`src/include/acb_pkg.sv`:
```
package acb_pkg;
    // ----------------------------------------
    // io transfer instruction decode
    // ----------------------------------------
    localparam logic [5:0] DEV_CODE = 6'h0b;
    localparam logic [1:0] SUB_DATA = 2'h0;
    localparam logic [1:0] SUB_CTRL = 2'h1;
    localparam int TP_SKIP = 0;
    localparam int TP_READ = 1;
    localparam int TP_WRITE = 2;
    // ----------------------------------------
    // control word fields
    // ----------------------------------------
    localparam int CW_CHAN_LSB = 0;
    localparam int CW_GAIN_LSB = 7;
    localparam int CW_EXT_SYNC = 9;
    localparam int CW_DCH = 10;
    localparam int CW_SEQ = 11;
    localparam int CW_ADD_MEM = 12;
    localparam int CW_PI_EN = 13;
    localparam int CW_API_EN = 14;
    localparam int CW_RUN = 15;
    localparam int CW_W = 18;
    // ----------------------------------------
    // status word fields
    // ----------------------------------------
    localparam int SW_DONE = 7;
    localparam int SW_BUSY = 8;
    localparam int SW_DCH_REQ = 9;
    // ----------------------------------------
    // wishbone register byte offsets
    // ----------------------------------------
    localparam logic [5:0] REG_CTRL = 6'h00;
    localparam logic [5:0] REG_STATUS = 6'h04;
    localparam logic [5:0] REG_RESULT = 6'h08;
    localparam logic [5:0] REG_IRQ_STAT = 6'h0c;
    localparam logic [5:0] REG_IRQ_MASK = 6'h10;
    localparam logic [5:0] REG_SEQ_LAST = 6'h14;
    localparam logic [5:0] REG_TABLE = 6'h20;
    localparam logic [17:0] CTRL_RESET = 18'h00000;
    localparam logic [6:0] SEQ_LAST_RESET = 7'h7f;
    // interrupt status bits
    localparam int IRQ_DONE = 0;
    localparam int IRQ_XFER = 1;
    localparam int IRQ_OVERRUN = 2;
    localparam int IRQ_W = 3;
    // ----------------------------------------
    // timing
    // ----------------------------------------
    localparam int CLK_MHZ = 10;
    localparam int CONV_PERIOD_US = 40;
    localparam int CONV_PERIOD_CYC = CONV_PERIOD_US * CLK_MHZ;
    typedef enum logic [1:0] {ACB_IDLE, ACB_START, ACB_WAIT, ACB_XFER} acb_state_type;
endpackage

```
`src/core/acb_tick_div.sv`:
```
`timescale 1ns/10ps
module acb_tick_div #(
    parameter int PERIOD = 400
) (
    input wire logic clk_i,
    input wire logic rst_i,
    input wire logic en_i,
    output logic tick_o
);
    localparam int CW = $clog2(PERIOD + 1);
    localparam logic [CW-1:0] LAST = CW'(PERIOD - 1);
    logic [CW-1:0] cnt_r;

    // refused while elaborating, before any count runs
    if (PERIOD < 2) begin : g_bad_period
        $error("acb_tick_div: PERIOD below 2");
    end

    // free count while enabled, restarts when disabled
    always_ff @(posedge clk_i) begin
        if (rst_i || !en_i) begin
            cnt_r <= '0;
            tick_o <= 1'b0;
        end else begin
            tick_o <= (cnt_r == LAST);
            cnt_r <= (cnt_r == LAST) ? '0 : cnt_r + 1'b1;
        end
    end
endmodule // acb_tick_div

```
`src/core/acb_core.sv`:
```
`timescale 1ns/10ps
module acb_core #(
    parameter int TABLE_DEPTH = 8,
    parameter int CONV_PERIOD = acb_pkg::CONV_PERIOD_CYC
) (
    input wire logic clk_i,
    input wire logic rst_i,
    input wire logic wb_cyc_i,
    input wire logic wb_stb_i,
    input wire logic wb_we_i,
    input wire logic [5:0] wb_adr_i,
    input wire logic [3:0] wb_sel_i,
    input wire logic [31:0] wb_dat_i,
    output logic [31:0] wb_dat_o,
    output logic wb_ack_o,
    input wire logic io_transfer_instruction_i,
    input wire logic [5:0] io_dev_sel_i,
    input wire logic [1:0] io_subdev_i,
    input wire logic [2:0] io_timing_pulse_i,
    input wire logic [17:0] io_data_i,
    output logic [17:0] io_data_o,
    output logic io_data_oe_o,
    output logic io_skip_o,
    output logic program_interrupt_request_o,
    output logic priority_interrupt_request_o,
    output logic direct_channel_transfer_o,
    input wire logic dch_grant_i,
    output logic dch_add_to_mem_o,
    output logic conv_start_o,
    input wire logic conv_done_i,
    input wire logic [12:0] conv_result_i,
    input wire logic ext_sync_i,
    output logic [6:0] mux_channel_o,
    output logic [1:0] gain_sel_o,
    output logic irq_o
);
    localparam int TW = $clog2(TABLE_DEPTH);

    // refuse depths that the index slice cannot address
    if (TABLE_DEPTH < 2 || TABLE_DEPTH > 8 || (1 << TW) != TABLE_DEPTH) begin : g_bad_depth
        $error("acb_core: TABLE_DEPTH must be 2, 4 or 8");
    end

    acb_pkg::acb_state_type state_r;
    logic [17:0] ctrl_r;
    logic [17:0] result_r;
    logic done_r;
    logic [6:0] seq_last_r;
    logic [6:0] table_r [TABLE_DEPTH];
    logic [TW-1:0] tidx_r;
    logic [acb_pkg::IRQ_W-1:0] irq_stat_r;
    logic [acb_pkg::IRQ_W-1:0] irq_mask_r;
    logic ext_sync_q_r;
    logic tick;

    // ----------------------------------------
    // instruction decode
    // ----------------------------------------
    // device code match
    logic hit;
    assign hit = io_transfer_instruction_i && io_dev_sel_i == acb_pkg::DEV_CODE;
    logic skip_tp, rd_res, rd_stat, clr_done, wr_ctrl, sw_start;
    assign skip_tp = hit && io_timing_pulse_i[acb_pkg::TP_SKIP]
                     && io_subdev_i == acb_pkg::SUB_DATA;
    assign clr_done = hit && io_timing_pulse_i[acb_pkg::TP_SKIP]
                      && io_subdev_i == acb_pkg::SUB_CTRL;
    assign rd_res = hit && io_timing_pulse_i[acb_pkg::TP_READ]
                    && io_subdev_i == acb_pkg::SUB_DATA;
    assign rd_stat = hit && io_timing_pulse_i[acb_pkg::TP_READ]
                     && io_subdev_i == acb_pkg::SUB_CTRL;
    assign wr_ctrl = hit && io_timing_pulse_i[acb_pkg::TP_WRITE]
                     && io_subdev_i == acb_pkg::SUB_DATA;
    assign sw_start = hit && io_timing_pulse_i[acb_pkg::TP_WRITE]
                      && io_subdev_i == acb_pkg::SUB_CTRL;

    // ----------------------------------------
    // wishbone slave
    // ----------------------------------------
    logic wb_req, wb_wr;
    assign wb_req = wb_cyc_i && wb_stb_i && !wb_ack_o;
    assign wb_wr = wb_req && wb_we_i && wb_sel_i[0];
    logic [17:0] status_word;
    assign status_word = {8'h00, direct_channel_transfer_o, state_r != acb_pkg::ACB_IDLE,
                          done_r, mux_channel_o};

    always_ff @(posedge clk_i) begin
        if (rst_i) begin
            wb_ack_o <= 1'b0;
            wb_dat_o <= 32'h00000000;
        end else begin
            wb_ack_o <= wb_req;
            wb_dat_o <= 32'h00000000;
            if (wb_req && !wb_we_i) begin
                if (wb_adr_i >= acb_pkg::REG_TABLE) begin
                    wb_dat_o <= {25'h0000000, table_r[wb_adr_i[TW+1:2]]};
                end else begin
                    unique case (wb_adr_i)
                        acb_pkg::REG_CTRL: wb_dat_o <= {14'h0000, ctrl_r};
                        acb_pkg::REG_STATUS: wb_dat_o <= {14'h0000, status_word};
                        acb_pkg::REG_RESULT: wb_dat_o <= {14'h0000, result_r};
                        acb_pkg::REG_IRQ_STAT: wb_dat_o <= {29'h00000000, irq_stat_r};
                        acb_pkg::REG_IRQ_MASK: wb_dat_o <= {29'h00000000, irq_mask_r};
                        acb_pkg::REG_SEQ_LAST: wb_dat_o <= {25'h0000000, seq_last_r};
                        default: wb_dat_o <= 32'h00000000;
                    endcase
                end
            end
        end
    end

    // table above the decoded registers; a depth below 8 repeats through the mapped window
    always_ff @(posedge clk_i) begin
        if (rst_i) begin
            for (int i = 0; i < TABLE_DEPTH; i++) table_r[i] <= 7'h00;
            seq_last_r <= acb_pkg::SEQ_LAST_RESET;
            irq_mask_r <= '0;
        end else if (wb_wr) begin
            if (wb_adr_i >= acb_pkg::REG_TABLE)
                table_r[wb_adr_i[TW+1:2]] <= wb_dat_i[6:0];
            if (wb_adr_i == acb_pkg::REG_SEQ_LAST) seq_last_r <= wb_dat_i[6:0];
            if (wb_adr_i == acb_pkg::REG_IRQ_MASK) irq_mask_r <= wb_dat_i[acb_pkg::IRQ_W-1:0];
        end
    end

    // ----------------------------------------
    // control word
    // ----------------------------------------
    logic dch_mode, seq_mode, run;
    assign dch_mode = ctrl_r[acb_pkg::CW_DCH];
    assign seq_mode = ctrl_r[acb_pkg::CW_SEQ];
    assign run = ctrl_r[acb_pkg::CW_RUN];
    logic advance;
    assign advance = state_r == acb_pkg::ACB_XFER && dch_grant_i;

    always_ff @(posedge clk_i) begin
        if (rst_i) begin
            ctrl_r <= acb_pkg::CTRL_RESET;
        end else if (wr_ctrl) begin
            ctrl_r <= io_data_i;
        end else if (wb_wr && wb_adr_i == acb_pkg::REG_CTRL) begin
            ctrl_r <= wb_dat_i[acb_pkg::CW_W-1:0];
        end
    end

    always_ff @(posedge clk_i) begin
        if (rst_i) begin
            mux_channel_o <= 7'h00;
            tidx_r <= '0;
        end else if (wr_ctrl) begin
            mux_channel_o <= io_data_i[acb_pkg::CW_CHAN_LSB +: 7];
            tidx_r <= '0;
        end else if (wb_wr && wb_adr_i == acb_pkg::REG_CTRL) begin
            // a register-bus control word selects the channel as well
            mux_channel_o <= wb_dat_i[acb_pkg::CW_CHAN_LSB +: 7];
            tidx_r <= '0;
        end else if (advance && seq_mode) begin
            mux_channel_o <= (mux_channel_o == seq_last_r) ? 7'h00 : mux_channel_o + 7'h01;
        end else if (advance) begin
            mux_channel_o <= table_r[tidx_r + 1'b1];
            tidx_r <= tidx_r + 1'b1;
        end
    end

    always_ff @(posedge clk_i) begin
        if (rst_i) gain_sel_o <= 2'h0;
        else gain_sel_o <= ctrl_r[acb_pkg::CW_GAIN_LSB +: 2];
    end

    // ----------------------------------------
    // conversion start
    // ----------------------------------------
    // internal pacing timer
    acb_tick_div #(
        .PERIOD(CONV_PERIOD)
    ) u_pace (
        .clk_i(clk_i),
        .rst_i(rst_i),
        .en_i(run && !ctrl_r[acb_pkg::CW_EXT_SYNC]),
        .tick_o(tick)
    );

    always_ff @(posedge clk_i) begin
        if (rst_i) ext_sync_q_r <= 1'b0;
        else ext_sync_q_r <= ext_sync_i;
    end

    logic sync_ev;
    assign sync_ev = ctrl_r[acb_pkg::CW_EXT_SYNC] ? (ext_sync_i && !ext_sync_q_r) : tick;
    logic start_req;
    assign start_req = sw_start || (run && sync_ev);

    always_ff @(posedge clk_i) begin
        if (rst_i) begin
            state_r <= acb_pkg::ACB_IDLE;
            conv_start_o <= 1'b0;
        end else begin
            conv_start_o <= 1'b0;
            unique case (state_r)
                acb_pkg::ACB_IDLE: if (start_req) begin
                    state_r <= acb_pkg::ACB_START;
                    conv_start_o <= 1'b1;
                end
                acb_pkg::ACB_START: state_r <= acb_pkg::ACB_WAIT;
                acb_pkg::ACB_WAIT: if (conv_done_i) begin
                    // channel mode goes to memory, program mode stops
                    state_r <= dch_mode ? acb_pkg::ACB_XFER : acb_pkg::ACB_IDLE;
                end
                acb_pkg::ACB_XFER: if (dch_grant_i) state_r <= acb_pkg::ACB_IDLE;
            endcase
        end
    end

    always_ff @(posedge clk_i) begin
        if (rst_i) result_r <= 18'h00000;
        else if (state_r == acb_pkg::ACB_WAIT && conv_done_i)
            result_r <= {{5{conv_result_i[12]}}, conv_result_i};
    end

    // done flag, set wins over clear
    logic done_set;
    assign done_set = state_r == acb_pkg::ACB_WAIT && conv_done_i;
    always_ff @(posedge clk_i) begin
        if (rst_i) done_r <= 1'b0;
        else if (done_set) done_r <= 1'b1;
        else if (rd_res || clr_done || advance) done_r <= 1'b0;
    end

    always_ff @(posedge clk_i) begin
        if (rst_i) begin
            direct_channel_transfer_o <= 1'b0;
            dch_add_to_mem_o <= 1'b0;
        end else begin
            direct_channel_transfer_o <= (done_set && dch_mode)
                || (direct_channel_transfer_o && !dch_grant_i);
            dch_add_to_mem_o <= (done_set && dch_mode) ? ctrl_r[acb_pkg::CW_ADD_MEM]
                : (dch_add_to_mem_o && !dch_grant_i);
        end
    end

    // ----------------------------------------
    // host data bus and skip
    // ----------------------------------------
    // result or status onto the bus
    always_ff @(posedge clk_i) begin
        if (rst_i) begin
            io_data_o <= 18'h00000;
            io_data_oe_o <= 1'b0;
            io_skip_o <= 1'b0;
        end else begin
            io_data_oe_o <= rd_res || rd_stat || advance;
            io_data_o <= rd_stat ? status_word : result_r;
            io_skip_o <= skip_tp && done_r;
        end
    end

    // ----------------------------------------
    // interrupts
    // ----------------------------------------
    // program and priority requests
    always_ff @(posedge clk_i) begin
        if (rst_i) begin
            program_interrupt_request_o <= 1'b0;
            priority_interrupt_request_o <= 1'b0;
        end else begin
            program_interrupt_request_o <= done_r && ctrl_r[acb_pkg::CW_PI_EN];
            priority_interrupt_request_o <= done_r && ctrl_r[acb_pkg::CW_API_EN];
        end
    end

    // sticky events; set beats a write-one clear in the same cycle
    logic [acb_pkg::IRQ_W-1:0] ev, w1c;
    assign ev = {start_req && state_r != acb_pkg::ACB_IDLE, advance, done_set};
    assign w1c = (wb_wr && wb_adr_i == acb_pkg::REG_IRQ_STAT) ?
                 wb_dat_i[acb_pkg::IRQ_W-1:0] : '0;
    always_ff @(posedge clk_i) begin
        if (rst_i) begin
            irq_stat_r <= '0;
            irq_o <= 1'b0;
        end else begin
            irq_stat_r <= (irq_stat_r & ~w1c) | ev;
            irq_o <= |(irq_stat_r & irq_mask_r);
        end
    end
endmodule // acb_core

```
`config.mk`:
```
export PLATFORM = sky130hd
export DESIGN_NAME = acb_core
export DESIGN_NICKNAME = d
export VERILOG_FILES = /design/src/include/acb_pkg.sv /design/src/core/acb_tick_div.sv /design/src/core/acb_core.sv
export SDC_FILE = /design/constraint.sdc
export NUM_CORES = 1
export LEC_CHECK = 0
export BUFFER_PORTS_ARGS = -buffer_cell sky130_fd_sc_hd__buf_4
export CORE_MARGIN = 4
export CORE_UTILIZATION = 55
export CTS_CLUSTER_DIAMETER = 100
export CTS_CLUSTER_SIZE = 40
export DETAILED_ROUTE_END_ITERATION = 6
export PLACE_DENSITY = 0.78
export SLEW_MARGIN = 40
export SYNTH_ARGS = -nofsm -noshare
export SYNTH_HDL_FRONTEND = slang
export SYNTH_SLANG_ARGS = --single-unit
```
`constraint.sdc`:
```
create_clock -name clk_i -period 2.3 [get_ports clk_i]
set_input_delay 0.115 -clock clk_i [delete_from_list [all_inputs] [get_ports clk_i]]
set_output_delay 0.115 -clock clk_i [all_outputs]
set_load 0.03 [all_outputs]
```
* After elaboration in Yosys (flattened, before gate mapping) *
Memories as Yosys holds them, arrays and structs flattened.
Cells that the tools add are included.

word-level totals
  word-level logic and storage cells = 145
  output and inout port bits = 68
  memories = 1
  flip-flop bits (word level) = 110
  bits of input ports = 93
  bits in writable memories = 56

operators by class
  $lt $le $gt $ge = 1
  add/subtract/negate cells = 3
  reduce and logical (&&, ||, !) cells = 62
  eq/ne operators = 15
  bitwise logic cells = 7
  multiplexer cells = 30

memories
  name     words  bits a word  rd ports  clocked after Yosys merged registers in  wr ports  RTL line        source
  table_r  8      7            2         0                                        8         acb_core.sv:49  logic [6:0] table_r [TABLE_DEPTH];

operators by type and width
  operator               count
  $pmux W18 S6           1
  $mux W7                7
  $mux W18               2
  $logic_and A1 B1 Y1    30
  $eq A6 B4 Y1 const B   3
  $eq A6 B5 Y1 const B   2
  $mux W1                12
  $mux W10               1
  $add A9 B1 Y9 const B  1
  $eq A9 B9 Y1 const B   1
  $reduce_or A3 Y1       3
  $mux W2                4
  $pmux W2 S4            1
  $reduce_or A2 Y1       4
  $add A7 B1 Y7 const B  1
  $eq A7 B7 Y1           1
  $logic_or A1 B1 Y1     7
  $reduce_or A7 Y1       1
  $and A3 B3 Y3          2
  $eq A6 B3 Y1 const B   1
  $ge A6 B6 Y1 const B   1
  $logic_not A1 Y1       6
  $logic_not A6 Y1       1
  $mux W3                2
  other kinds (12)       23

* Logic depth before layout (Yosys ltp) *
  depth after elaboration = 9
  mapped depth = 8
  mapped depth without buffers = 7

* Modules after synthesis *
A second synthesis with hierarchy kept.

second synthesis, totals
  cells, all modules = 817
  area, all modules = 8056.5 µm²

by module, submodules not included
  module        sequential area each (µm²)  cells an instance  area each (µm²)  instances
  acb_core      3683.5                      773                7651.1           1
  acb_tick_div  200.2                       44                 405.4            1

* Least setup slack after synthesis *
OpenSTA, ideal clock, no wires.

  path type = reg-to-reg
  start = reg tidx_r[0]
  end = reg mux_channel_o[5]
  period minus slack after synthesis = 2.169 ns
  data arrival time = 2.050 ns
  path buffers = 2
  library setup time = 0.119 ns
  stages on the path, launching flop included = 8
  data required time = 2.181 ns
  slack = 0.131 ns
  cell sequence = dfxtp_1 ha_1 buf_2 buf_2 mux4_2 mux2i_1 o22ai_1 o221a_2

between the ends
  cells in the longest elaborated chain, start to end = 6

ends and longest elaborated chain
  element                 RTL line         source
  from (decl)             acb_core.sv:50   logic [TW-1:0] tidx_r;
  from (signal assigned)  acb_core.sv:160  tidx_r <= tidx_r + 1'b1;
  $add A3 B1 Y3           acb_core.sv:159  mux_channel_o <= table_r[tidx_r + 1'b1];
  $mem_v2 Z8 W7           -
  $mux W7                 acb_core.sv:158  end else if (advance) begin
  $mux W7                 acb_core.sv:156  end else if (advance && seq_mode) begin
  $mux W7                 acb_core.sv:152  end else if (wb_wr && wb_adr_i == acb_pkg::REG_CTRL) begin
  $mux W7                 acb_core.sv:149  end else if (wr_ctrl) begin
  to (signal assigned)    acb_core.sv:150  mux_channel_o <= io_data_i[acb_pkg::CW_CHAN_LSB +: 7];
  to (signal assigned)    acb_core.sv:157  mux_channel_o <= (mux_channel_o == seq_last_r) ? 7'h00 : mux_channel_o + 7'h01;
  to (signal assigned)    acb_core.sv:159
  to (decl)               acb_core.sv:33   output logic [6:0] mux_channel_o,

Every way passes these cells. The select of a mux whose other input is x is not followed.
A chain may end at the register's enable or synchronous reset.

* Worst setup path after layout *
  start = reg tidx_r[1]
  end = reg mux_channel_o[4]

Same word-level chain as after synthesis.

==> flow_metrics.env <==
export IMPL_netlist_area_sq_um=7970
export IMPL_hp_start="dch_grant_i"
export IMPL_area_growth_pct=25.5
export IMPL_synth_most_common_cell="dfxtp_1"
export IMPL_synth_edf_count=56
export IMPL_cts_buffer_depth=2
export IMPL_hold_path_class="input port to flop"
export IMPL_numCtsBuffers=17
export IMPL_skew_ns=0.00660
export IMPL_ff2ff_path_depth=8
export IMPL_synth_top_cell_area_share_pct=27.6
export IMPL_gp_congestion=0.924
export IMPL_placed_cell_area_sq_um=9100
export IMPL_totalWireLength_mm=23.2
export IMPL_drive_gt1_share_pct=27.2
export IMPL_synth_seq_cells=166
export IMPL_clkLatencyLatePin_ns=0.44
export IMPL_end_kind="flop"
export IMPL_stdcell_area_sq_um=10000
export IMPL_synthTopCellsByArea="dfxtp_1 28%, edfxtp_1 21%, mux4_2 7.9%"
export IMPL_cp_start_kind="flop"
export IMPL_grt_max_degree=57
export IMPL_drcViolationCount=0
export IMPL_n_fill_cell=962
export IMPL_cts_max_level=4
export IMPL_fmax_ghz=0.470
export IMPL_worst_setup_path_type="flop to flop"
export IMPL_reg2reg_setup_slack_ns=0.17
export IMPL_core_area_sq_um=14000
export IMPL_peakVddDrop_uv=544
export IMPL_netlist_top_cell_by_area="dfxtp_1"
export IMPL_status="completed"
export IMPL_synthCells=755
export IMPL_die_w_um=128
export IMPL_overflow=0
export IMPL_instances_no_fill=1106
export IMPL_drv_slew=0
export IMPL_synth_flop_cell="dfxtp_1"
export IMPL_async_reset_ff_share_pct=0
export IMPL_hpwl_mm=16.4
export IMPL_rsz0062_at_grt="false"
export IMPL_hold_viol_final=0
export IMPL_min_to="state_r[0]"
export IMPL_clk_pin_slew_worst_paths_ns=0.06
export IMPL_drtIter0Drc=766
export IMPL_min_period_over_period_pct=92.5
export IMPL_ios=161
export IMPL_reg2reg_to="mux_channel_o[4]"
export IMPL_slew_limit_headroom_pct=50.4
export IMPL_track_usage_pct=28.1
export IMPL_drtAntennaViolNets=0
export IMPL_die_area_sq_um=16500
export IMPL_min_delay_path_depth=3
export IMPL_rr_startpoint="tidx_r[1]"
export IMPL_n_antenna_cell=0
export IMPL_grt_pass1_vias=6516
export IMPL_yosysSeqAreaShare_pct=48.7
export IMPL_crit_start="tidx_r[1]"
export IMPL_crit_required_ns=2.61
export IMPL_antenna_found_initial=0
export IMPL_cp_max_fo=13
export IMPL_die_height_um=128
export IMPL_power_density_nw_per_um2=624
export IMPL_crit_path_top_delay_cell="a2111oi_0"
export IMPL_fin_nets=1010
export IMPL_root_buffer="clkbuf_16"
export IMPL_synth_cell_types=63
export IMPL_start_util_pct=56.7
export IMPL_multiInputGateArea_sq_um=3770
export IMPL_fin_crit_ns=2.13
export IMPL_num_vias=6652
export IMPL_grt_first_pass_wirelength_mm=35.1
export IMPL_yosys_warnings=0
export IMPL_setup_viol=0
export IMPL_crit_chain="ha_4 > xor2_1 > buf_12 > mux4_2 > mux2i_1 > nor2_1 > a2111oi_0 > nor3_1"
export IMPL_regArea_sq_um=3880
export IMPL_portBuffers=129
export IMPL_clock_sinks=166
export IMPL_post_cts_buffers=0
export IMPL_post_drt_wl_per_cell_um=20.9
export IMPL_drtPass1Iterations=6
export IMPL_syn_area_per_cell_sq_um=10.6
export IMPL_cts_tree="built"
export IMPL_slowest_delay_ns=0.40
export IMPL_tightest_slew_ns=0.738
export IMPL_power_leakage_uw=0.00387
export IMPL_drv_cap=0
export IMPL_synthTopCellsByCount="110 x dfxtp_1, 79 x nor2_1, 63 x and2_1, 61 x nand2_1, 56 x edfxtp_1"
export IMPL_arrival_ns=2.44
export IMPL_via_per_inst=6.01
export IMPL_num_rows=43
export IMPL_dp_cells=1042
-- report_power, final --
group / internal, uW / switching (uW)
Sequential: 3070 / 28.2
Combinational: 214 / 233
Clock: 1500 / 1200
-- sequential cells by signal (all words and copies together) (netlist names), 2 cells and up --
name           count
seq_last_r         7
u_pace.cnt_r       9
io_data_o         13
irq_mask_r         3
tidx_r             3
mux_channel_o      7
wb_dat_o          18
irq_stat_r         3
table_r           56
gain_sel_o         2
ctrl_r            18
state_r            2
result_r          13
-- cells by family (layout without fill, tap and decap cells) --
kind of cell / after synthesis / count (layout) / synth area share [%]
compound gates: 121 / 121 / 10.3
xor+xnor: 19 / 19 / 2.09
fa+ha+maj: 3 / 3 / 0.471
buf+inv: 71 / 229 / 4.74
flops: 166 / 166 / 48.7
mux: 80 / 80 / 14.6
other cells: 1 / 14 / 0.0471
simple gates: 294 / 294 / 19.0
-- cells in the final DEF, fill, tap and decap left out, types with 4 or more instances in the layout --
master,instances
a211o_1,7
a211oi_1,17
a21oi_1,36
a222oi_1,8
a22oi_1,4
and2_1,63
and3_1,6
buf_4,161
clkbuf_16,17
clkinv_2,4
conb_1,14
dfxtp_1,110
dlygate4sd3_1,33
edfxtp_1,56
inv_6,4
mux2_2,8
mux2i_1,44
mux4_2,28
nand2_1,61
nand2b_1,5
nand3_1,12
nand4_1,4
nor2_1,79
nor2b_1,17
nor3_1,12
o21a_1,5
o21ai_0,12
o22ai_1,13
or2_2,9
xnor2_1,13
xor2_1,6
-- timing repair --
item,CTS,global route
resized for setup,1,1
setup endpoints to repair,3,3
hold buffers,33,0
hold endpoints to repair,32,0
-- critical path: cells and delay by family (launching register included) --
kind | cells | cell delay (ns)
AO/OA/AOI/OAI | 1 | 0.40
XOR/XNOR | 1 | 0.23
adder cells (fa/ha/maj) | 1 | 0.16
buffers and inverters | 1 | 0.19
flip-flops | 1 | 0.38
multiplexers | 2 | 0.50
AND/OR/NAND/NOR | 2 | 0.15
-- routing by layer --
layer / wire length [um] / vias to the layer above / global-route usage (%)
met2: 10900 / 409 / 44.6
met5: 0 / - / 0
li1: - / 3010 / -
met1: 9120 / 3168 / 36.8
met3: 2440 / 65 / 8.01
met4: 707 / 0 / 10.5
-- layout make-up --
cell class                 instances  area share, %
clock inverter                    13           1.20
sequential                       166           38.8
tap                              180           2.25
multi-input combinational        531           37.7
inverter                           3          0.113
timing repair buffer             195           15.6
clock buffer                      18           4.29
-- through the flow --
step	hold WS, ns	util, %	power [uW]	setup TNS (ns)	setup slack [ns]
floorplan	0.233	-	3380	0	0.131
global placement	0.348	64.8	3540	0	0.0252
detailed placement	0.365	64.8	3550	-0.0790	-0.0417
CTS	0.000353	71.1	6240	0	0.0536
global route	0.0160	71.2	6430	0	0.0536
finish	0.0152	71.2	6240	0	0.173
-- worst max path at each step --
stage | end | slack, ns | depth (start not counted)
finish | mux_channel_o[4] | 0.17 | 8
global route | mux_channel_o[4] | 0.05 | 6
CTS | mux_channel_o[5] | 0.05 | 6
detailed placement | mux_channel_o[5] | -0.04 | 6
global placement | mux_channel_o[2] | 0.03 | 6
floorplan | mux_channel_o[5] | 0.13 | 7
Power figures use the tool's default switching activity.
